File: src/verilog/ssfa_pkg.sv
// Shared constants, types and helpers for the frame aligner path
package ssfa_pkg;

    // =====================================================================
    // Modes and framing
    // =====================================================================
    typedef enum logic [1:0] {
        SSFA_OC12,
        SSFA_OC48,
        SSFA_OC96
    } ssfa_mode_type;

    localparam logic [7:0]  FRAME_FIRST_BYTE  = 8'hF6;
    localparam logic [7:0]  FRAME_SECOND_BYTE = 8'h28;
    localparam logic [15:0] PATTERN_RESET     = 16'hF628;
    localparam int          LANE_W            = 16;
    localparam int          FABRIC_W          = 32;
    localparam int          HIST_W            = 64;

    // =====================================================================
    // APB register map
    // =====================================================================
    localparam logic [11:0] CTRL_OFFSET    = 12'h000;
    localparam logic [11:0] PATTERN_OFFSET = 12'h004;
    localparam logic [11:0] STATUS_OFFSET  = 12'h008;

    localparam int CTRL_MODE_LSB   = 0;
    localparam int CTRL_TXFLIP_BIT = 2;
    localparam int CTRL_RXFLIP_BIT = 3;
    localparam int CTRL_AFLIP_BIT  = 4;
    localparam int CTRL_ALIGN_BIT  = 5;
    localparam int CTRL_PADOVR_BIT = 6;
    localparam int CTRL_PAD_LSB    = 8;

    localparam int STAT_SYNC_BIT   = 0;
    localparam int STAT_SHIFT_BIT  = 1;
    localparam int STAT_OFF_LSB    = 2;
    localparam int STAT_PADEV_BIT  = 8;

    localparam ssfa_mode_type MODE_RESET = SSFA_OC48;

    // Reverse the bits of a 16-bit value
    function automatic logic [15:0] ssfa_rev16(input logic [15:0] v);
        logic [15:0] r;
        r = 16'h0000;
        for (int i = 0; i < 16; i++) begin
            r[i] = v[15-i];
        end
        return r;
    endfunction

    // Reverse the bits inside each byte of a 16-bit value
    function automatic logic [15:0] ssfa_flip_bytes16(input logic [15:0] v);
        logic [15:0] r;
        r = 16'h0000;
        for (int i = 0; i < 8; i++) begin
            r[i]   = v[7-i];
            r[8+i] = v[15-i];
        end
        return r;
    endfunction

endpackage

File: src/verilog/ssfa_top.sv
// Frame aligner path top: word aligner, byte ordering, APB registers
//
// Register access over APB and the register addresses were left to the implementer.
`timescale 1ns/1ps

module ssfa_top (
    input  wire logic                          mclk,
    input  wire logic                          rst_n,
    input  wire logic                          psel,
    input  wire logic                          penable,
    input  wire logic                          pwrite,
    input  wire logic [11:0]                   paddr,
    input  wire logic [31:0]                   pwdata,
    output logic [31:0]                        prdata,
    output logic                               pready,
    output logic                               pslverr,
    input  wire logic                          align_pattern_size_select,
    input  wire logic [ssfa_pkg::LANE_W-1:0]   rx_lane_data,
    output logic [ssfa_pkg::FABRIC_W-1:0]      rx_fabric_data,
    output logic                               rx_fabric_valid,
    output logic                               rx_sync_status,
    input  wire logic [ssfa_pkg::FABRIC_W-1:0] tx_fabric_data,
    output logic                               tx_fabric_ready,
    output logic [ssfa_pkg::LANE_W-1:0]        tx_lane_data
);
    import ssfa_pkg::*;

    // =====================================================================
    // Register bus
    // =====================================================================
    ssfa_mode_type   mode_q;
    logic            tx_flip_q;
    logic            rx_flip_q;
    logic            align_flip_q;
    logic            align_en_q;
    logic            pad_ovr_q;
    logic [7:0]      pad_byte_q;
    logic [15:0]     pattern_q;
    logic            pad_event_q;
    logic            sync_q;
    logic            shift_q;
    logic [3:0]      off_q;
    logic            wr_en;
    logic            pad_event_set;
    logic [31:0]     ctrl_view;

    // Zero-wait slave; unmapped addresses answer with an error
    assign pready = 1'b1;
    assign wr_en  = psel && penable && pwrite;

    assign ctrl_view = {16'h0000, pad_byte_q, 1'b0, pad_ovr_q, align_en_q,
                        align_flip_q, rx_flip_q, tx_flip_q, mode_q};

    // Read mux and error flag
    always_comb begin
        prdata  = 32'h0000_0000;
        pslverr = 1'b0;
        unique case (paddr)
            CTRL_OFFSET:    prdata = ctrl_view;
            PATTERN_OFFSET: prdata = {16'h0000, pattern_q};
            STATUS_OFFSET: begin
                prdata[STAT_SYNC_BIT]            = sync_q;
                prdata[STAT_SHIFT_BIT]           = shift_q;
                prdata[STAT_OFF_LSB +: 4]        = off_q;
                prdata[STAT_PADEV_BIT]           = pad_event_q;
            end
            default:        pslverr = psel && penable;
        endcase
    end

    // Control register; reset selects MSB-first with all three flips on
    always_ff @(posedge mclk or negedge rst_n) begin
        if (!rst_n) begin
            mode_q       <= MODE_RESET;
            tx_flip_q    <= 1'b1;
            rx_flip_q    <= 1'b1;
            align_flip_q <= 1'b1;
            align_en_q   <= 1'b0;
            pad_ovr_q    <= 1'b0;
            pad_byte_q   <= FRAME_FIRST_BYTE;
        end else if (wr_en && paddr == CTRL_OFFSET) begin
            // Code 3 is not a mode and falls back to OC-12
            mode_q       <= (pwdata[CTRL_MODE_LSB +: 2] == 2'b11) ? SSFA_OC12
                          : ssfa_mode_type'(pwdata[CTRL_MODE_LSB +: 2]);
            tx_flip_q    <= pwdata[CTRL_TXFLIP_BIT];
            rx_flip_q    <= pwdata[CTRL_RXFLIP_BIT];
            align_flip_q <= pwdata[CTRL_AFLIP_BIT];
            align_en_q   <= pwdata[CTRL_ALIGN_BIT];
            pad_ovr_q    <= pwdata[CTRL_PADOVR_BIT];
            pad_byte_q   <= pwdata[CTRL_PAD_LSB +: 8];
        end
    end

    // Programmed alignment pattern
    always_ff @(posedge mclk or negedge rst_n) begin
        if (!rst_n) begin
            pattern_q <= PATTERN_RESET;
        end else if (wr_en && paddr == PATTERN_OFFSET) begin
            pattern_q <= pwdata[15:0];
        end
    end

    // Sticky pad-inserted flag, write one to clear; a new event wins
    always_ff @(posedge mclk or negedge rst_n) begin
        if (!rst_n) begin
            pad_event_q <= 1'b0;
        end else if (pad_event_set) begin
            pad_event_q <= 1'b1;
        end else if (wr_en && paddr == STATUS_OFFSET && pwdata[STAT_PADEV_BIT]) begin
            pad_event_q <= 1'b0;
        end
    end

    // =====================================================================
    // Word aligner
    // =====================================================================
    logic [HIST_W-1:0] hist_q;
    logic [15:0]       cmp16;
    logic [31:0]       cmp32;
    logic              use32;
    logic [15:0]       hit;
    logic              match;
    logic [3:0]        match_off;
    logic [3:0]        max_off;
    logic [15:0]       aligned;

    // Earliest serial bit sits at bit 0; OC-12 and OC-48 lanes carry one byte
    always_ff @(posedge mclk or negedge rst_n) begin
        if (!rst_n) begin
            hist_q <= 64'h0000_0000_0000_0000;
        end else if (mode_q == SSFA_OC96) begin
            hist_q <= {rx_lane_data, hist_q[HIST_W-1:16]};
        end else begin
            hist_q <= {rx_lane_data[7:0], hist_q[HIST_W-1:8]};
        end
    end

    // Compare pattern in serial order, optionally bit-reversed
    assign cmp16   = align_flip_q ? ssfa_rev16(pattern_q) : pattern_q;
    assign cmp32   = {cmp16[15:8], cmp16[15:8], cmp16[7:0], cmp16[7:0]};
    assign use32   = (mode_q == SSFA_OC96) || align_pattern_size_select;
    assign max_off = (mode_q == SSFA_OC96) ? 4'hF : 4'h7;

    // One comparator per bit offset of the lane word
    genvar g;
    generate
        for (g = 0; g < 16; g++) begin : g_off
            assign hit[g] = use32 ? (hist_q[g +: 32] == cmp32)
                                  : (hist_q[g +: 16] == cmp16);
        end
    endgenerate

    // Lowest matching offset wins
    always_comb begin
        match     = 1'b0;
        match_off = 4'h0;
        for (int i = 15; i >= 0; i--) begin
            if (hit[i] && 4'(i) <= max_off) begin
                match     = 1'b1;
                match_off = 4'(i);
            end
        end
    end

    // Manual alignment: lock on the first match while enabled
    always_ff @(posedge mclk or negedge rst_n) begin
        if (!rst_n) begin
            sync_q <= 1'b0;
            off_q  <= 4'h0;
        end else if (!align_en_q) begin
            sync_q <= 1'b0;
        end else if (!sync_q && match) begin
            sync_q <= 1'b1;
            off_q  <= match_off;
        end
    end

    assign rx_sync_status = sync_q;
    assign aligned = rx_flip_q ? ssfa_flip_bytes16(hist_q[off_q +: 16])
                               : hist_q[off_q +: 16];

    // =====================================================================
    // Byte ordering (OC-48)
    // =====================================================================
    logic        sync_prev_q;
    logic        pend_q;
    logic        insert_q;
    logic [15:0] dly_q;
    logic [15:0] feed;
    logic [7:0]  pad;
    logic [31:0] deser_word;
    logic        deser_valid;
    logic        sync_rise;
    logic        mismatch;

    assign sync_rise = sync_q && !sync_prev_q;
    assign mismatch  = deser_valid && pend_q && (deser_word[7:0] != FRAME_SECOND_BYTE);
    assign pad       = pad_ovr_q ? pad_byte_q : FRAME_FIRST_BYTE;
    assign pad_event_set = insert_q;

    // Arm one check per sync rising edge; a new edge wins over the clear
    always_ff @(posedge mclk or negedge rst_n) begin
        if (!rst_n) begin
            sync_prev_q <= 1'b0;
            pend_q      <= 1'b0;
        end else begin
            sync_prev_q <= sync_q;
            if (sync_rise && mode_q == SSFA_OC48) begin
                pend_q <= 1'b1;
            end else if (deser_valid) begin
                pend_q <= 1'b0;
            end
        end
    end

    // Single pad insertion per armed check; each insertion toggles the one-byte slip (shift_q)
    always_ff @(posedge mclk or negedge rst_n) begin
        if (!rst_n) begin
            insert_q <= 1'b0;
            shift_q  <= 1'b0;
            dly_q    <= 16'h0000;
        end else begin
            insert_q <= mismatch && mode_q == SSFA_OC48;
            dly_q    <= aligned;
            if (mode_q != SSFA_OC48) begin
                shift_q <= 1'b0;
            end else if (insert_q) begin
                shift_q <= !shift_q;
            end
        end
    end

    // Deserializer input: pad, delayed or direct aligned data
    assign feed = insert_q ? {8'h00, pad} : (shift_q ? dly_q : aligned);

    ssfa_byte_deser u_deser (
        .mclk       (mclk),
        .rst_n      (rst_n),
        .mode       (mode_q),
        .lane_data  (feed),
        .word_data  (deser_word),
        .word_valid (deser_valid)
    );

    assign rx_fabric_data  = deser_word;
    assign rx_fabric_valid = deser_valid;

    // =====================================================================
    // Transmit path
    // =====================================================================
    logic [31:0] tx_in;

    // Per-byte bit flip so each byte leaves MSB first
    assign tx_in = tx_flip_q ? {ssfa_flip_bytes16(tx_fabric_data[31:16]),
                                ssfa_flip_bytes16(tx_fabric_data[15:0])}
                             : tx_fabric_data;

    ssfa_byte_ser u_ser (
        .mclk         (mclk),
        .rst_n        (rst_n),
        .mode         (mode_q),
        .fabric_data  (tx_in),
        .fabric_ready (tx_fabric_ready),
        .lane_data    (tx_lane_data)
    );

    // =====================================================================
    // Assertions
    // =====================================================================
    property p_sync_drop;
        @(posedge mclk) disable iff (!rst_n)
        !align_en_q |=> !sync_q;
    endproperty
    a_sync_drop: assert property (p_sync_drop)
        else $error("sync held while alignment disabled");

    property p_sync_cause;
        @(posedge mclk) disable iff (!rst_n)
        $rose(sync_q) |-> $past(match) && $past(align_en_q);
    endproperty
    a_sync_cause: assert property (p_sync_cause)
        else $error("sync rose without a pattern match");

    property p_oc96_size;
        @(posedge mclk) disable iff (!rst_n)
        mode_q == SSFA_OC96 |-> use32;
    endproperty
    a_oc96_size: assert property (p_oc96_size)
        else $error("OC-96 not using four-byte pattern");

    property p_tx_cadence;
        @(posedge mclk) disable iff (!rst_n)
        (mode_q != SSFA_OC12) && tx_fabric_ready && !(wr_en && paddr == CTRL_OFFSET)
        |=> !tx_fabric_ready;
    endproperty
    a_tx_cadence: assert property (p_tx_cadence)
        else $error("serializer took words at full rate");

    property p_oc12_bypass;
        @(posedge mclk) disable iff (!rst_n)
        mode_q == SSFA_OC12 ##1 mode_q == SSFA_OC12 |-> rx_fabric_valid && tx_fabric_ready;
    endproperty
    a_oc12_bypass: assert property (p_oc12_bypass)
        else $error("OC-12 path not bypassing byte stages");

    property p_arm_on_rise;
        @(posedge mclk) disable iff (!rst_n)
        sync_rise && mode_q == SSFA_OC48 |=> pend_q;
    endproperty
    a_arm_on_rise: assert property (p_arm_on_rise)
        else $error("ordering check not armed on sync edge");

    property p_insert_cause;
        @(posedge mclk) disable iff (!rst_n)
        insert_q |-> $past(mismatch) && $past(mode_q) == SSFA_OC48;
    endproperty
    a_insert_cause: assert property (p_insert_cause)
        else $error("pad inserted without a byte mismatch");

    property p_pad_value;
        @(posedge mclk) disable iff (!rst_n)
        insert_q && !pad_ovr_q |-> feed[7:0] == FRAME_FIRST_BYTE;
    endproperty
    a_pad_value: assert property (p_pad_value)
        else $error("pad byte differs from first framing byte");

    property p_one_pad;
        @(posedge mclk) disable iff (!rst_n)
        insert_q |-> !pend_q ##1 !insert_q [*2];
    endproperty
    a_one_pad: assert property (p_one_pad)
        else $error("more than one pad per sync edge");

endmodule // ssfa_top

File: src/verilog/ssfa_byte_ser.sv
// Transmit byte serializer: one fabric word into two lane words, or into one in OC-12
`timescale 1ns/1ps
module ssfa_byte_ser (
    input  wire logic                         mclk,
    input  wire logic                         rst_n,
    input  wire ssfa_pkg::ssfa_mode_type      mode,
    input  wire logic [ssfa_pkg::FABRIC_W-1:0] fabric_data,
    output logic                              fabric_ready,
    output logic [ssfa_pkg::LANE_W-1:0]       lane_data
);
    import ssfa_pkg::*;

    logic                phase_q;
    logic [LANE_W-1:0]   hold_q;
    logic [LANE_W-1:0]   lane_q;

    // Take a new word in the first half; OC-12 takes one every cycle
    assign fabric_ready = (mode == SSFA_OC12) || !phase_q;
    assign lane_data    = lane_q;

    // Half-rate phase
    always_ff @(posedge mclk or negedge rst_n) begin
        if (!rst_n) begin
            phase_q <= 1'b0;
        end else begin
            phase_q <= (mode == SSFA_OC12) ? 1'b0 : !phase_q;
        end
    end

    // Low half leaves first, upper half next cycle
    always_ff @(posedge mclk or negedge rst_n) begin
        if (!rst_n) begin
            lane_q <= 16'h0000;
            hold_q <= 16'h0000;
        end else if (mode == SSFA_OC12) begin
            lane_q <= {8'h00, fabric_data[7:0]};
        end else if (!phase_q) begin
            if (mode == SSFA_OC96) begin
                lane_q <= fabric_data[15:0];
                hold_q <= fabric_data[31:16];
            end else begin
                lane_q <= {8'h00, fabric_data[7:0]};
                hold_q <= {8'h00, fabric_data[15:8]};
            end
        end else begin
            lane_q <= hold_q;
        end
    end

endmodule // ssfa_byte_ser

File: src/verilog/ssfa_byte_deser.sv
// Receive byte deserializer: two lane words into one fabric word, or one into one in OC-12
`timescale 1ns/1ps
module ssfa_byte_deser (
    input  wire logic                          mclk,
    input  wire logic                          rst_n,
    input  wire ssfa_pkg::ssfa_mode_type       mode,
    input  wire logic [ssfa_pkg::LANE_W-1:0]   lane_data,
    output logic [ssfa_pkg::FABRIC_W-1:0]      word_data,
    output logic                               word_valid
);
    import ssfa_pkg::*;

    logic                phase_q;
    logic [LANE_W-1:0]   low_q;
    logic [FABRIC_W-1:0] word_q;
    logic                valid_q;

    assign word_data  = word_q;
    assign word_valid = valid_q;

    // Half-rate phase and first-half capture
    always_ff @(posedge mclk or negedge rst_n) begin
        if (!rst_n) begin
            phase_q <= 1'b0;
            low_q   <= 16'h0000;
        end else begin
            phase_q <= (mode == SSFA_OC12) ? 1'b0 : !phase_q;
            low_q   <= phase_q ? low_q : lane_data;
        end
    end

    // First lane word lands in the low half of the fabric word
    always_ff @(posedge mclk or negedge rst_n) begin
        if (!rst_n) begin
            word_q  <= 32'h0000_0000;
            valid_q <= 1'b0;
        end else if (mode == SSFA_OC12) begin
            word_q  <= {24'h00_0000, lane_data[7:0]};
            valid_q <= 1'b1;
        end else if (phase_q) begin
            if (mode == SSFA_OC96) begin
                word_q <= {lane_data, low_q};
            end else begin
                word_q <= {16'h0000, lane_data[7:0], low_q[7:0]};
            end
            valid_q <= 1'b1;
        end else begin
            valid_q <= 1'b0;
        end
    end

endmodule // ssfa_byte_deser

File: config.mk
export PLATFORM = sky130hd
export DESIGN_NAME = ssfa_top
export DESIGN_NICKNAME = d
export VERILOG_FILES = /design/src/verilog/ssfa_pkg.sv /design/src/verilog/ssfa_top.sv /design/src/verilog/ssfa_byte_ser.sv /design/src/verilog/ssfa_byte_deser.sv
export SDC_FILE = /design/constraint.sdc
export NUM_CORES = 1
export LEC_CHECK = 0
export BUFFER_PORTS_ARGS = -buffer_cell sky130_fd_sc_hd__buf_4
export CORE_MARGIN = 2
export CORE_UTILIZATION = 30
export CTS_BUF_LIST = sky130_fd_sc_hd__clkbuf_8
export DETAILED_ROUTE_END_ITERATION = 8
export SLEW_MARGIN = 20
export SYNTH_ARGS = -nofsm -noshare
export SYNTH_HDL_FRONTEND = slang
export SYNTH_SLANG_ARGS = --single-unit
export TNS_END_PERCENT = 30
File: constraint.sdc
create_clock -name mclk -period 3 [get_ports mclk]
set_clock_uncertainty 0.15 [all_clocks]
set_input_delay 0.6 -clock mclk [delete_from_list [all_inputs] [get_ports mclk]]
set_output_delay 0.6 -clock mclk [all_outputs]
set_load 0.03 [all_outputs]
Word level (Yosys, flattened, before mapping)
Cells that the tools add are included.
- reductions and logical operators: 44
- bitwise operators: 2
- magnitude comparators: 16
- multiplexer cells: 81
- shifts and indexed selects: 1
- equality and inequality tests: 40
- operator list (kind ; number):
    32-bit equality test ; 16
    16-bit equality test ; 16
    16-bit 2-to-1 mux ; 8
    32-bit 2-to-1 mux ; 4
    4-bit 2-to-1 mux ; 17
    64-bit 2-to-1 mux ; 1
    64-bit by 5-bit variable part select with 16-bit output ; 1
    1-bit 2-to-1 mux ; 45
    4-bit <= comparator, first input constant ; 8
    1-bit logical AND ; 28
    6-bit one-hot mux with 3 select lines ; 1
    3-bit by 4-bit <= comparator with 1-bit output, first input constant ; 4
    7-bit one-hot mux with 2 select lines ; 1
    12-bit by 3-bit equality test with 1-bit output, second input constant ; 1
    12-bit by 4-bit equality test with 1-bit output, second input constant ; 1
    12-bit logical NOT ; 1
    1-bit by 4-bit <= comparator with 1-bit output, first input constant ; 2
    2-bit by 4-bit <= comparator with 1-bit output, first input constant ; 2
    8-bit 2-to-1 mux ; 1
    8-bit by 6-bit inequality test with 1-bit output, second input constant ; 1
    2-bit nonzero test ; 4
    1-bit logical NOT ; 5
    2-bit equality test, second input constant ; 2
    2-bit by 1-bit inequality test with 1-bit output, second input constant ; 2
    other kinds (9) ; 12
- word-level logic and storage cells: 208
- flip-flop bits (word level): 204
- output and inout port bits: 85
- bits of input ports: 98

Logic depth before layout (Yosys ltp)
Gate-level depths: netlist of the first run.
- depth in word-level cells: 23
- mapped depth: 14
- mapped depth without buffers: 10

By module
A second synthesis of the first run with hierarchy kept.
- cells, all modules: 2145
- area total of the unflattened synthesis: 18266.3 um^2
- modules (own cells, without submodules) (module ; times used ; sequential area each (um^2) ; cells an instance ; area an instance (um^2)):
    ssfa_top ; 1 ; 3050.4 ; 1829 ; 14645.3
    ssfa_byte_deser ; 1 ; 1251.2 ; 188 ; 2118.3
    ssfa_byte_ser ; 1 ; 825.8 ; 128 ; 1502.7

Least setup slack after synthesis of the first run
Ideal clock, no wire load.
- path type: reg-to-reg
- start point: register align_flip_q
- end point: register off_q[0]
- arrival time: 3.019 ns
- required time: 2.725 ns
- clock period less this slack: 3.294 ns
- path buffers: 3
- setup slack: -0.294 ns
- library setup time: 0.125 ns
- stages on the path, launching flop included: 12
- path through: dfstp_2 buf_6 buf_6 mux2i_2 buf_6 xnor2_1 nor4_1 nand4_1 or4b_1 and3_1 a31oi_2 mux2_4
- word-level cells in the longest chain between the ends: 22
- elaborated cells on any way between the ends: 99
- those cells by class: eq/ne: 32; mux: 49; reduce/logical: 18
- RTL lines (item ; line ; source):
    from (decl) ; ssfa_top.sv:34 ; logic align_flip_q;
    from (signal assigned) ; ssfa_top.sv:87 ; align_flip_q <= pwdata[CTRL_AFLIP_BIT];
    16-bit 2-to-1 mux (*) ; ssfa_top.sv:139 ; assign cmp16 = align_flip_q ? ssfa_rev16(pattern_q) : pattern_q;
    32-bit equality test or 16-bit equality test (tied branches) ; ssfa_top.sv:148, ssfa_top.sv:149 ;
    1-bit 2-to-1 mux ; ssfa_top.sv:148 ; assign hit[g] = use32 ? (hist_q[g +: 32] == cmp32)
    1-bit logical AND ; ssfa_top.sv:158 ; if (hit[i] && 4'(i) <= max_off) begin
    1-bit 2-to-1 mux (16 in a row) ; ssfa_top.sv:158 ;
    1-bit logical AND ; ssfa_top.sv:172 ; end else if (!sync_q && match) begin
    2-bit AND reduction (no source line) ; - ;
    to (signal assigned) ; ssfa_top.sv:174 ; off_q <= match_off;
    to (decl) ; ssfa_top.sv:42 ; logic [3:0] off_q;
Mark *: on every way between the ends. The rest lies on a longest branch, timed or not.
A chain may end at the register's enable or synchronous reset.

Final worst setup path of the first run
Ends and elaborated chain as after synthesis.

==> results of run 1 <==
==> synth_stat cells (all sizes together) (35+ instances only) <==
cell	number
nor2	135
nand2b	38
o21ai	112
nor4	107
a21oi	86
o311ai	41
o2111ai	35
dfrtp	186
xor2	60
mux2i	109
xnor2	301
clkbuf	159
nor4bb	92
buf	113
nand2	282
mux2	58
==> power by group through the flow <==
stage                     registers [mW]  clock network (mW)  logic [mW]
after floorplan                     2.97                   0       0.739
after global placement              2.99                   0        1.35
after detailed placement            3.00                   0        1.37
after CTS                           2.95                2.75        1.40
after global routing                2.96                2.90        1.53
final                               2.95                2.69        1.43
==> layout by cell type (no fill, tap or decap), drive strengths merged, types with 5 or more instances in the layout <==
cell and instances:
mux4 20, nor2b 23, mux2 58, o311ai 41, nor2 135, nand3 18
a22o 16, nor3 33, a22oi 7, nand2b 38, o211ai 12, o2111ai 35
a21oi 86, dfstp 18, a211oi 6, clkbuf 46, a21o 5, nor4 107
and2 7, o21ai 112, mux2i 109, dfrtp 186, nor4bb 92, xnor2 301
or4 6, xor2 60, conb 17, nand4 34, nand2 282, buf 684
inv 31
==> stage by stage <==
step / cell area (sq um) / hold WS, ns / util / setup TNS, ns / total power [mW]
floorplan: 18520 / 0.1544 / - / -0.5373 / 3.710
global placement: 23400 / 0.2851 / 0.3863 / -6.115 / 4.342
detailed placement: 23400 / 0.2925 / 0.3863 / -7.935 / 4.369
CTS: 25280 / 0.06608 / 0.4172 / -2.550 / 7.095
global route: 25770 / 0.07884 / 0.4254 / -4.375 / 7.387
finish: 25770 / 0.08292 / 0.4254 / -2.937 / 7.067
==> area by class of cell <==
cell class,count,area (sq um),area share
clock inverters,23,126.4,0.004903
clock buffers,45,619.3,0.02403
well taps,782,978.4,0.03796
repair buffers,688,6203,0.2407
flip-flops and latches,204,5135,0.1992
multi-input cells,1707,12670,0.4916
inverters,11,41.29,0.001602
==> what timing repair did <==
action | 4_1_cts | 5_1_grt
setup endpoints to repair | 30 | 30
hold buffers | 1 | 0
pin swaps | 53 | 19
gates resized for setup | 105 | 59
setup buffers | 66 | 23
cloned | 5 | 0
endpoints found under the hold margin | 42 | 0
==> metal layers <==
| layer | track usage | share of wire | up-vias |
|---|---|---|---|
| met2 | 0.3579 | 0.47 | 703 |
| li1 | - | - | 8664 |
| met3 | 0.02435 | 0.060 | 173 |
| met5 | 0 | 0 | - |
| met1 | 0.2956 | 0.43 | 9282 |
| met4 | 0.08166 | 0.037 | 0 |
==> state kept, by name (all words and copies together) (netlist names), 2 cells and up <==
name and cells:
u_deser.low_q 16, u_deser.word_data 32, u_ser.hold_q 16, u_ser.lane_data 16, mode_q 2, dly_q 16
hist_q 64, off_q 4, pattern_q 16, pad_byte_q 8
==> logic make-up (layout without fill, tap and decap cells) <==
logic type                Yosys count  count (layout)
AOI/OAI and AO/OA                 345             345
xor gates and xnor gates          361             361
buffers and inverters             283             767
DFF                               204             204
muxes                             187             187
other                               2              17
and+or+nand+nor                   797             797
==> worst max path at each step <==
| stage | start | to | slack [ns] | depth (start not counted) |
|---|---|---|---|---|
| floorplan | align_flip_q$_DFFE_PN1P_ | off_q[0]$_DFFE_PN0P_ | -0.21 | 14 |
| global placement | align_flip_q$_DFFE_PN1P_ | rx_sync_status$_DFFE_PN0P_ | -0.86 | 14 |
| detailed placement | align_flip_q$_DFFE_PN1P_ | rx_sync_status$_DFFE_PN0P_ | -0.82 | 14 |
| CTS | align_flip_q$_DFFE_PN1P_ | off_q[0]$_DFFE_PN0P_ | -0.58 | 13 |
| global route | align_flip_q$_DFFE_PN1P_ | off_q[0]$_DFFE_PN0P_ | -0.75 | 17 |
| finish | align_flip_q$_DFFE_PN1P_ | off_q[0]$_DFFE_PN0P_ | -0.69 | 14 |
==> worst min-delay path, cell delays in order <==
cell     delay (ns)
buf_4          0.07
nand2_1        0.04
nand2_1        0.04
==> metrics, run 1 <==
fraction of layout cells with a size suffix above 1 0.3514; Vias/cell approximately 5.4; Logic pwr share 0.202; vias in the first global route ~18000; Post-synth EDFFs 0; synthesized flop and latch total between 200 and 250; Max VDD drop approximately 280 uV; sequential-to-total area share from yosys stat 0.2784; Slew @ Worst Pin 0.8228 ns; Crit Path Class flip-flop to flip-flop; Place WS -0.8159 ns; cell taking the most area after synthesis dfrtp_1; P_int between 4 and 5 mW; Die Ht around 250 um; pin count of the biggest net entering global routing between 60 and 70; worst r2r dst off_q[0]$_DFFE_PN0P_; First DRT Iteration DRCs between 1500 and 2000; dpl hpwl 51840 um; mux cell area share after synthesis 0.1236; Net Sw Power 2.119 mW; Syn Area/Cell roughly 8.5 sq um; io pins ~180; Cells on Worst Hold Path 3; DRC Markers 0; post-route worst setup slack -0.6888 ns; Mapped Area 18420 sq um; clk sinks 204; WP buf/inv 4; maximum clock rate approximately 270 MHz; TritonCTS clock tree built; area grow syn2layout 39.91%; XOR/XNOR share of the synthesized area 0.1716; GR Overflow Total 0; Post-Synth Simple-Gate Area 0.2318; PD cells 274.2 nW/um^2; All-Layer GR Usage 0.2182; max-cap viol count 0; Hold EP hist_q[59]$_DFF_PN0_; CP Capture Type flip-flop; # H-tree levels 2; largest cells by area after synthesis dfrtp_1 (25%), xnor2_1 (14%), nand2_1 (5.7%), mux2i_1 (5.5%), nor4bb_1 (5.0%); Tmin final around 3.7 ns; Post-synth top flop dfrtp_1; Rel. slew slack 0.4515; Starting Density 0.3040; antenna cells 0; Critical Path AT roughly 4 ns; CP max stage cell dfstp_4; Synth cell types between 70 and 80; Crit path max-delay family simple AND/OR/NAND/NOR gates; hold_sp rx_lane_data[11]; die width ~250 um; adder and majority cell fraction of the synthesized area 0; initial antenna violation count 0; FFs w/ async S/R, synth 1.000; Critical Path Max Stage Delay 0.70 ns; Worst-path clk slew about 0.060 ns; Max Slew Vio Count 0; RSZ-0062 raised after global routing true; routed len/inst a little over 20 um; Finished Layout Cells between 3000 and 4000; Max Root-Sink Buffers 3; critical path's most frequent cell buf_12; fin crit share 1.230; Static Leak 10.67 nW; crit path max fanout 6; fillcell total 5896; # setup viols final 6; first-pass GRT wire length around 110000 um; Num CTS Buffers 38; failing checks setup timing; Hold Fails Final Rpt 0; top-area cell type share of the netlist area 0.2527; flop2flop setup slack -0.69 ns; crit start category flip-flop; Hold/Removal Path Class input port to flip-flop; WP data required 3.29 ns; I/O Buffers about 150; Compound-Gate Fraction of Synth Area 0.1232; Reg power frac 0.418; Routed Antenna Nets 0; WL final a little over 70000 um; FF-to-FF path depth 14; Final Net Count roughly 2700; cells along the critical path buf_12 -> buf_12 -> mux2i_4 -> buf_6 -> xnor2_1 -> nor4_1 -> nand4_1 -> nor4_4 -> buf_4 -> a22oi_2 -> a21boi_4 -> a2111oi_4 -> nor3b_2 -> mux2_4; DR vias 18820; Clock power frac 0.380; largest family of logic cells by synthesized area simple AND/OR/NAND/NOR gates; Core ar. slightly above 60000 sq um; Core Rows 90; Cells after Synth around 2200; status finished with violations; worst r2r src align_flip_q$_DFFE_PN1P_; die area 63400 sq um; Yosys Warn Count 0; Sw Ratio 0.2998; Root Buffer clkbuf_8; Clk Latency, worst-skew pair ~0.57 ns; routability cong. ~0.95; Placed Cells roughly 3300; drt first pass iters 5
Note: power is estimated with default switching activity, not from simulation.
==> run 2: changes to the inputs <==
--- a/config.mk
+++ b/config.mk
@@ -13,5 +13,6 @@
 export SLEW_MARGIN = 20
 export SYNTH_ARGS = -nofsm -noshare
 export SYNTH_HDL_FRONTEND = slang
+export SYNTH_HIERARCHICAL = 1
 export SYNTH_SLANG_ARGS = --single-unit
 export TNS_END_PERCENT = 30
==> run 2 against run 1 <==
Against the previous run: the run still ends with setup timing left; first-iteration DRC count is 21% lower; via count is 6.6% lower; critical path depth is 3 lower; highest routed layer unchanged; die area is 0.82% lower; wire length is 6.2% lower.
==> metrics, run 2 <==
commonest non-fill, non-tap cell in the layout buf_4; Net Sw Power 2.147 mW; drt first pass iters 5; flop2flop setup slack -0.79 ns; Post-synth top flop dfrtp_1; Final Net Count 2599; Worst-path clk slew 0.06 ns; Hold EP hist_q[58]$_DFF_PN0_; hold_sp rx_lane_data[10]; Core Rows 90; Yosys Warn Count 6; max reg flops 64; worst r2r dst off_q[0]$_DFFE_PN0P_; Reg power frac 0.410; post-route worst setup slack -0.7908 ns; total power between 7 and 8 mW; CP Capture Type flip-flop; TritonCTS clock tree built; count leader, synth xnor2_1; # setup viols final 5; dpl hpwl just under 50000 um; io pins about 180; Starting Density 0.3032; initial antenna violation count 1; Tmin final 3.791 ns; Placed Cells 3196; CP max stage cell dfstp_4; Slew @ Worst Pin slightly below 0.9 ns; die width roughly 250 um; Rel. slew slack 0.4078; fin crit share 1.264; Routed Antenna Nets 0; GR Overflow Total 0; Syn Area/Cell 8.516 sq um; Root Buffer clkbuf_8; most frequent cells in the layout buf_4 (483), xnor2_1 (294), nand2_1 (259); synthesized flop and latch total roughly 200; Setup TNS -3.235 ns; fraction of layout cells with a size suffix above 1 0.3299; Hold Fails Final Rpt 0; Core Util, Final 0.4060; pin count of the biggest net entering global routing 63; largest cells by area after synthesis dfrtp_1 (25%), xnor2_1 (14%), mux2_2 (5.5%), nand2_1 (5.3%), mux2i_1 (5.2%); crit start category flip-flop; WL final between 60000 and 70000 um; FF-to-FF path depth 11; Post-synth top cells xnor2_1 (299), nand2_1 (260), dfrtp_1 (186); P_int 5.029 mW; DRC Markers 0; # H-tree levels 2; All-Layer GR Usage 0.2051; Max Slew Vio Count 0; Vias/cell ~5.3; Clk Latency, worst-skew pair approximately 0.6 ns; Critical Path Max Stage Delay approximately 0.69 ns; I/O Buffers between 100 and 150; routability cong. a little under 1; routed len/inst about 20 um; Cells after Synth between 2000 and 2500; Synth cell types 77; cell taking the most area after synthesis dfrtp_1; Critical Path AT about 4.2 ns; failing checks setup timing; die area 62880 sq um; worst r2r src align_flip_q$_DFFE_PN1P_; Static Leak 10.20 nW; Logic pwr share 0.186; FFs w/ async S/R, synth 1.000; Sw Ratio 0.2992; critical path's most frequent cell or4_1; Die Ht 250.8 um; Top reg by flops hist_q; area grow syn2layout 33.89%; Num CTS Buffers 38; maximum clock rate 263.8 MHz; top-area cell type share of the netlist area 0.2548; cells along the critical path buf_12 -> mux2i_4 -> buf_4 -> xnor2_1 -> nor4_1 -> nand4_1 -> or4_1 -> o211a_1 -> nor4bb_4 -> or4_1 -> nand3_1; Post-synth EDFFs 0; RSZ-0062 raised after global routing true; Max VDD drop around 360 uV; max-cap viol count 0; Finished Layout Cells 3311; Core ar. around 60000 sq um; Hold/Removal Path Class input port to flip-flop; Cells on Worst Hold Path 3; Max Root-Sink Buffers 3; sequential-to-total area share from yosys stat 0.2807; crit path max fanout 7; clk sinks between 200 and 250; PD cells about 300 nW/um^2; DR vias 17590; status finished with violations; Crit Path Class flip-flop to flip-flop; vias in the first global route around 17000; Clock power frac 0.404; first-pass GRT wire length ~100000 um; Mapped Area 18270 sq um; WP data required about 3.4 ns; First DRT Iteration DRCs ~1300
[run 2: logic make-up (layout without fill, tap and decap cells)]
kind of cell,after synthesis,count (layout),synth area share
AOI/OAI and AO/OA,301,301,0.1071
and+or+nand+nor,762,762,0.2242
DFF,204,204,0.2807
other,2,18,0.0004111
buffers and inverters,296,664,0.08158
xor gates and xnor gates,379,379,0.1817
muxes,201,201,0.1243
[run 2: final cells by class]
| type | instances | area [sq um] |
|---|---|---|
| Clock inverter | 21 | 165.2 |
| Multi-Input combinational cell | 1660 | 12230 |
| Clock buffer | 46 | 633.1 |
| Tap cell | 782 | 978.4 |
| Inverter | 31 | 116.4 |
| Antenna cell | 1 | 2.502 |
| Fill cell | 5877 | 35790 |
| Timing Repair Buffer | 566 | 5194 |
| Sequential cell | 204 | 5141 |
[run 2: critical path, delay by kind of cell (launching register included)]
| family | cells | cell delay, ns |
|---|---|---|
| and+or+nand+nor | 6 | 1.99 |
| DFF | 1 | 0.69 |
| buffers and inverters | 2 | 0.37 |
| AOI/OAI and AO/OA | 1 | 0.17 |
| muxes | 1 | 0.27 |
| xor gates and xnor gates | 1 | 0.07 |
[run 2: how the worst max path moves through the flow]
stage	start	endpoint	slack, ns	cells after the start
floorplan	align_flip_q$_DFFE_PN1P_	off_q[0]$_DFFE_PN0P_	-0.31	13
global placement	align_flip_q$_DFFE_PN1P_	off_q[1]$_DFFE_PN0P_	-0.74	13
CTS	align_flip_q$_DFFE_PN1P_	off_q[0]$_DFFE_PN0P_	-0.66	12
finish	align_flip_q$_DFFE_PN1P_	off_q[0]$_DFFE_PN0P_	-0.79	11
global route	align_flip_q$_DFFE_PN1P_	off_q[0]$_DFFE_PN0P_	-0.87	12
detailed placement	align_flip_q$_DFFE_PN1P_	off_q[1]$_DFFE_PN0P_	-0.76	13
[run 2: repair_timing]
| action | in CTS | in global routing |
|---|---|---|
| pin swaps | 4 | 39 |
| endpoints found under the setup margin | 38 | 46 |
| hold buffers | 1 | 0 |
| gates resized for setup | 27 | 88 |
| hold endpoints to repair | 33 | 0 |
| buffers inserted | 19 | 26 |
| gates cloned | 3 | 1 |
[run 2: metal layers]
metal	vias to the layer above	track usage	wire length, um
met4	0	0.08229	2720
met2	617	0.3287	30800
met1	8621	0.2792	29400
li1	8177	-	-
met3	171	0.02744	3932
met5	-	0	0
[run 2: stage by stage]
| stage | instance area [sq um] | setup slack (ns) | hold WS, ns |
|---|---|---|---|
| floorplan | 18390 | -0.3109 | 0.1544 |
| global placement | 22660 | -0.7443 | 0.2769 |
| detailed placement | 22660 | -0.7596 | 0.2848 |
| CTS | 23840 | -0.6626 | 0.01922 |
| global route | 24460 | -0.8728 | 0.01869 |
| finish | 24460 | -0.7908 | 0.04205 |
[run 2: power groups by stage]
stage	clock network, mW	registers, mW	logic [mW]
final	2.90	2.95	1.33
after global routing	3.09	2.95	1.43
after CTS	2.97	2.94	1.30
after detailed placement	0	2.99	1.28
after floorplan	0	2.96	0.721
after global placement	0	2.99	1.26
==> run 3: changes to the inputs <==
--- a/config.mk
+++ b/config.mk
@@ -10,6 +10,7 @@
 export CORE_UTILIZATION = 30
 export CTS_BUF_LIST = sky130_fd_sc_hd__clkbuf_8
 export DETAILED_ROUTE_END_ITERATION = 8
+export MAX_ROUTING_LAYER = met4
 export SLEW_MARGIN = 20
 export SYNTH_ARGS = -nofsm -noshare
 export SYNTH_HDL_FRONTEND = slang
==> run 3 against run 2 <==
Against the previous run: the run still ends with setup timing left; clock power down 3%; largest power group unchanged; cell count up 1.6%; combinational power about the same; via count up 1.6%; critical endpoint unchanged; utilization up 0.43 points; sequential power about the same; cell area up 1.1%; die area unchanged.
==> metrics, run 3 (synthesized netlist as in run 2, its figures left out) <==
status finished with violations; failing checks setup timing; Cells on Worst Hold Path 3; DRC Markers 0; most frequent cells in the layout buf_4 (529), xnor2_1 (295), nand2_1 (259); routed len/inst 19.99 um; Rel. slew slack 0.4447; Finished Layout Cells roughly 3400; Critical Path AT 4.04 ns; crit path max fanout 8; Root Buffer clkbuf_8; post-route worst setup slack -0.6688 ns; Final Net Count 2651; Die Ht between 200 and 300 um; DR vias ~18000; # setup viols final 5; WP data required approximately 3.4 ns; clk sinks roughly 200; CP Capture Type flip-flop; Routed Antenna Nets 0; Setup TNS -2.749 ns; pin count of the biggest net entering global routing just under 80; io pins approximately 180; Num CTS Buffers 38; crit start category flip-flop; I/O Buffers around 150; CP max stage cell dfstp_4; Core Rows 90; first-pass GRT wire length approximately 100000 um; worst r2r src align_flip_q$_DFFE_PN1P_; FF-to-FF path depth 14; Core Util, Final 0.4102; maximum clock rate about 270 MHz; max-cap viol count 0; TritonCTS clock tree built; area of the multi-input gates 12100 sq um; die area approximately 63000 sq um; RSZ-0062 raised after global routing true; Reg area a little over 5000 sq um; Max Slew Vio Count 0; Placed Cells 3209; routability cong. between 0.9 and 1; worst r2r dst off_q[0]$_DFFE_PN0P_; cells along the critical path buf_12 -> buf_12 -> mux2i_4 -> buf_12 -> buf_4 -> xnor2_1 -> nor4_1 -> nand2_1 -> or4_1 -> o31a_1 -> o211a_1 -> nor4bb_4 -> or4_1 -> nand3_1; GR Overflow Total 0; area grow syn2layout 35.30%; Starting Density 0.3032; # H-tree levels 2; Hold Fails Final Rpt 0; commonest non-fill, non-tap cell in the layout buf_4; Vias/cell between 5 and 6; fillcell total about 5900; max reg flops 64; Tmin final 3.669 ns; Crit Path Class flip-flop to flip-flop; placed inst area roughly 23000 sq um; fin crit share 1.223; dpl hpwl a little under 50000 um; design area ~25000 sq um; Slew @ Worst Pin slightly above 0.8 ns; initial antenna violation count 0; PD cells around 290 nW/um^2; Top reg by flops hist_q; Core ar. between 60000 and 70000 sq um; Hold/Removal Path Class input port to flip-flop; hold_sp rx_lane_data[13]; Hold EP hist_q[61]$_DFF_PN0_; Max VDD drop ~280 uV; Clk Latency, worst-skew pair 0.59 ns; vias in the first global route ~18000; fraction of layout cells with a size suffix above 1 0.3337; Max Root-Sink Buffers 3; flop2flop setup slack -0.67 ns; All-Layer GR Usage 0.2151; drt first pass iters 5; critical path's most frequent cell buf_12; First DRT Iteration DRCs ~1400; WL final 67230 um; Static Leak about 10 nW; Worst-path clk slew about 0.05 ns; die width ~250 um; Critical Path Max Stage Delay 0.67 ns
==> run 3: cell count changes in the layout (fill, tap and decap cells not counted), moves of 4 or more <==
cell,before,now
nor4_1,60,73
buf_4,483,529
buf_6,11,19
nor4_2,27,14
o311ai_0,21,25
==> run 3: layout make-up <==
type / count / share of cell area
diodes: 1 / 0.0001013
clock buffers: 46 / 0.02562
clock inverters: 21 / 0.006024
inverters: 31 / 0.004708
multi-input cells: 1660 / 0.4896
flip-flops and latches: 204 / 0.2077
well taps: 782 / 0.03959
repair buffers: 618 / 0.2266
==> run 3: worst max-delay path, delay by kind of cell, from the launching register on <==
| family | cells | cell delay, ns |
|---|---|---|
| buffers and inverters | 4 | 0.54 |
| flip-flops | 1 | 0.67 |
| AO/OA/AOI/OAI | 2 | 0.32 |
| multiplexers | 1 | 0.25 |
| AND/OR/NAND/NOR | 6 | 1.63 |
| XOR/XNOR | 1 | 0.08 |
==> run 3: worst max path at each step <==
stage / from / end / slack, ns / depth (start not counted)
3_3_place_gp: align_flip_q$_DFFE_PN1P_ / off_q[0]$_DFFE_PN0P_ / -0.64 / 14
2_1_floorplan: align_flip_q$_DFFE_PN1P_ / off_q[0]$_DFFE_PN0P_ / -0.31 / 13
5_1_grt: align_flip_q$_DFFE_PN1P_ / off_q[0]$_DFFE_PN0P_ / -0.77 / 15
6_report: align_flip_q$_DFFE_PN1P_ / off_q[0]$_DFFE_PN0P_ / -0.67 / 14
3_5_place_dp: align_flip_q$_DFFE_PN1P_ / off_q[1]$_DFFE_PN0P_ / -0.70 / 14
4_1_cts: align_flip_q$_DFFE_PN1P_ / off_q[1]$_DFFE_PN0P_ / -0.59 / 14
==> run 3: through the flow <==
step                      total power, mW  hold WS [ns]  setup WS [ns]
after global routing                7.402       0.03932        -0.7724
final                               7.095       0.05066        -0.6688
after global placement              4.261        0.2775        -0.6421
after CTS                           7.144       0.01211        -0.5938
after floorplan                     3.684        0.1544        -0.3109
after detailed placement            4.284        0.2856        -0.7019
==> run 3: repair_timing <==
item	in CTS	in global routing
buffers inserted	62	19
hold endpoints to repair	33	0
hold buffers	1	0
cloned	3	1
gates resized for setup	53	36
endpoints found under the setup margin	26	45
pin swaps	26	24
==> run 3: power by group <==
part | total [mW] | internal [mW] | switching (mW) | leakage (nW)
clock network | 2.82 | 1.56 | 1.26 | 0.449
logic | 1.33 | 0.608 | 0.723 | 7.52
registers | 2.94 | 2.84 | 0.0972 | 2.46
==> run 3: metal layers <==
metal | track usage | up-vias | routed length (um)
met2 | 0.3486 | 673 | 32110
met5 | - | - | 0
met3 | 0.02495 | 133 | 4054
met4 | 0.06570 | 0 | 2015
li1 | - | 8271 | -
met1 | 0.2817 | 8787 | 29050
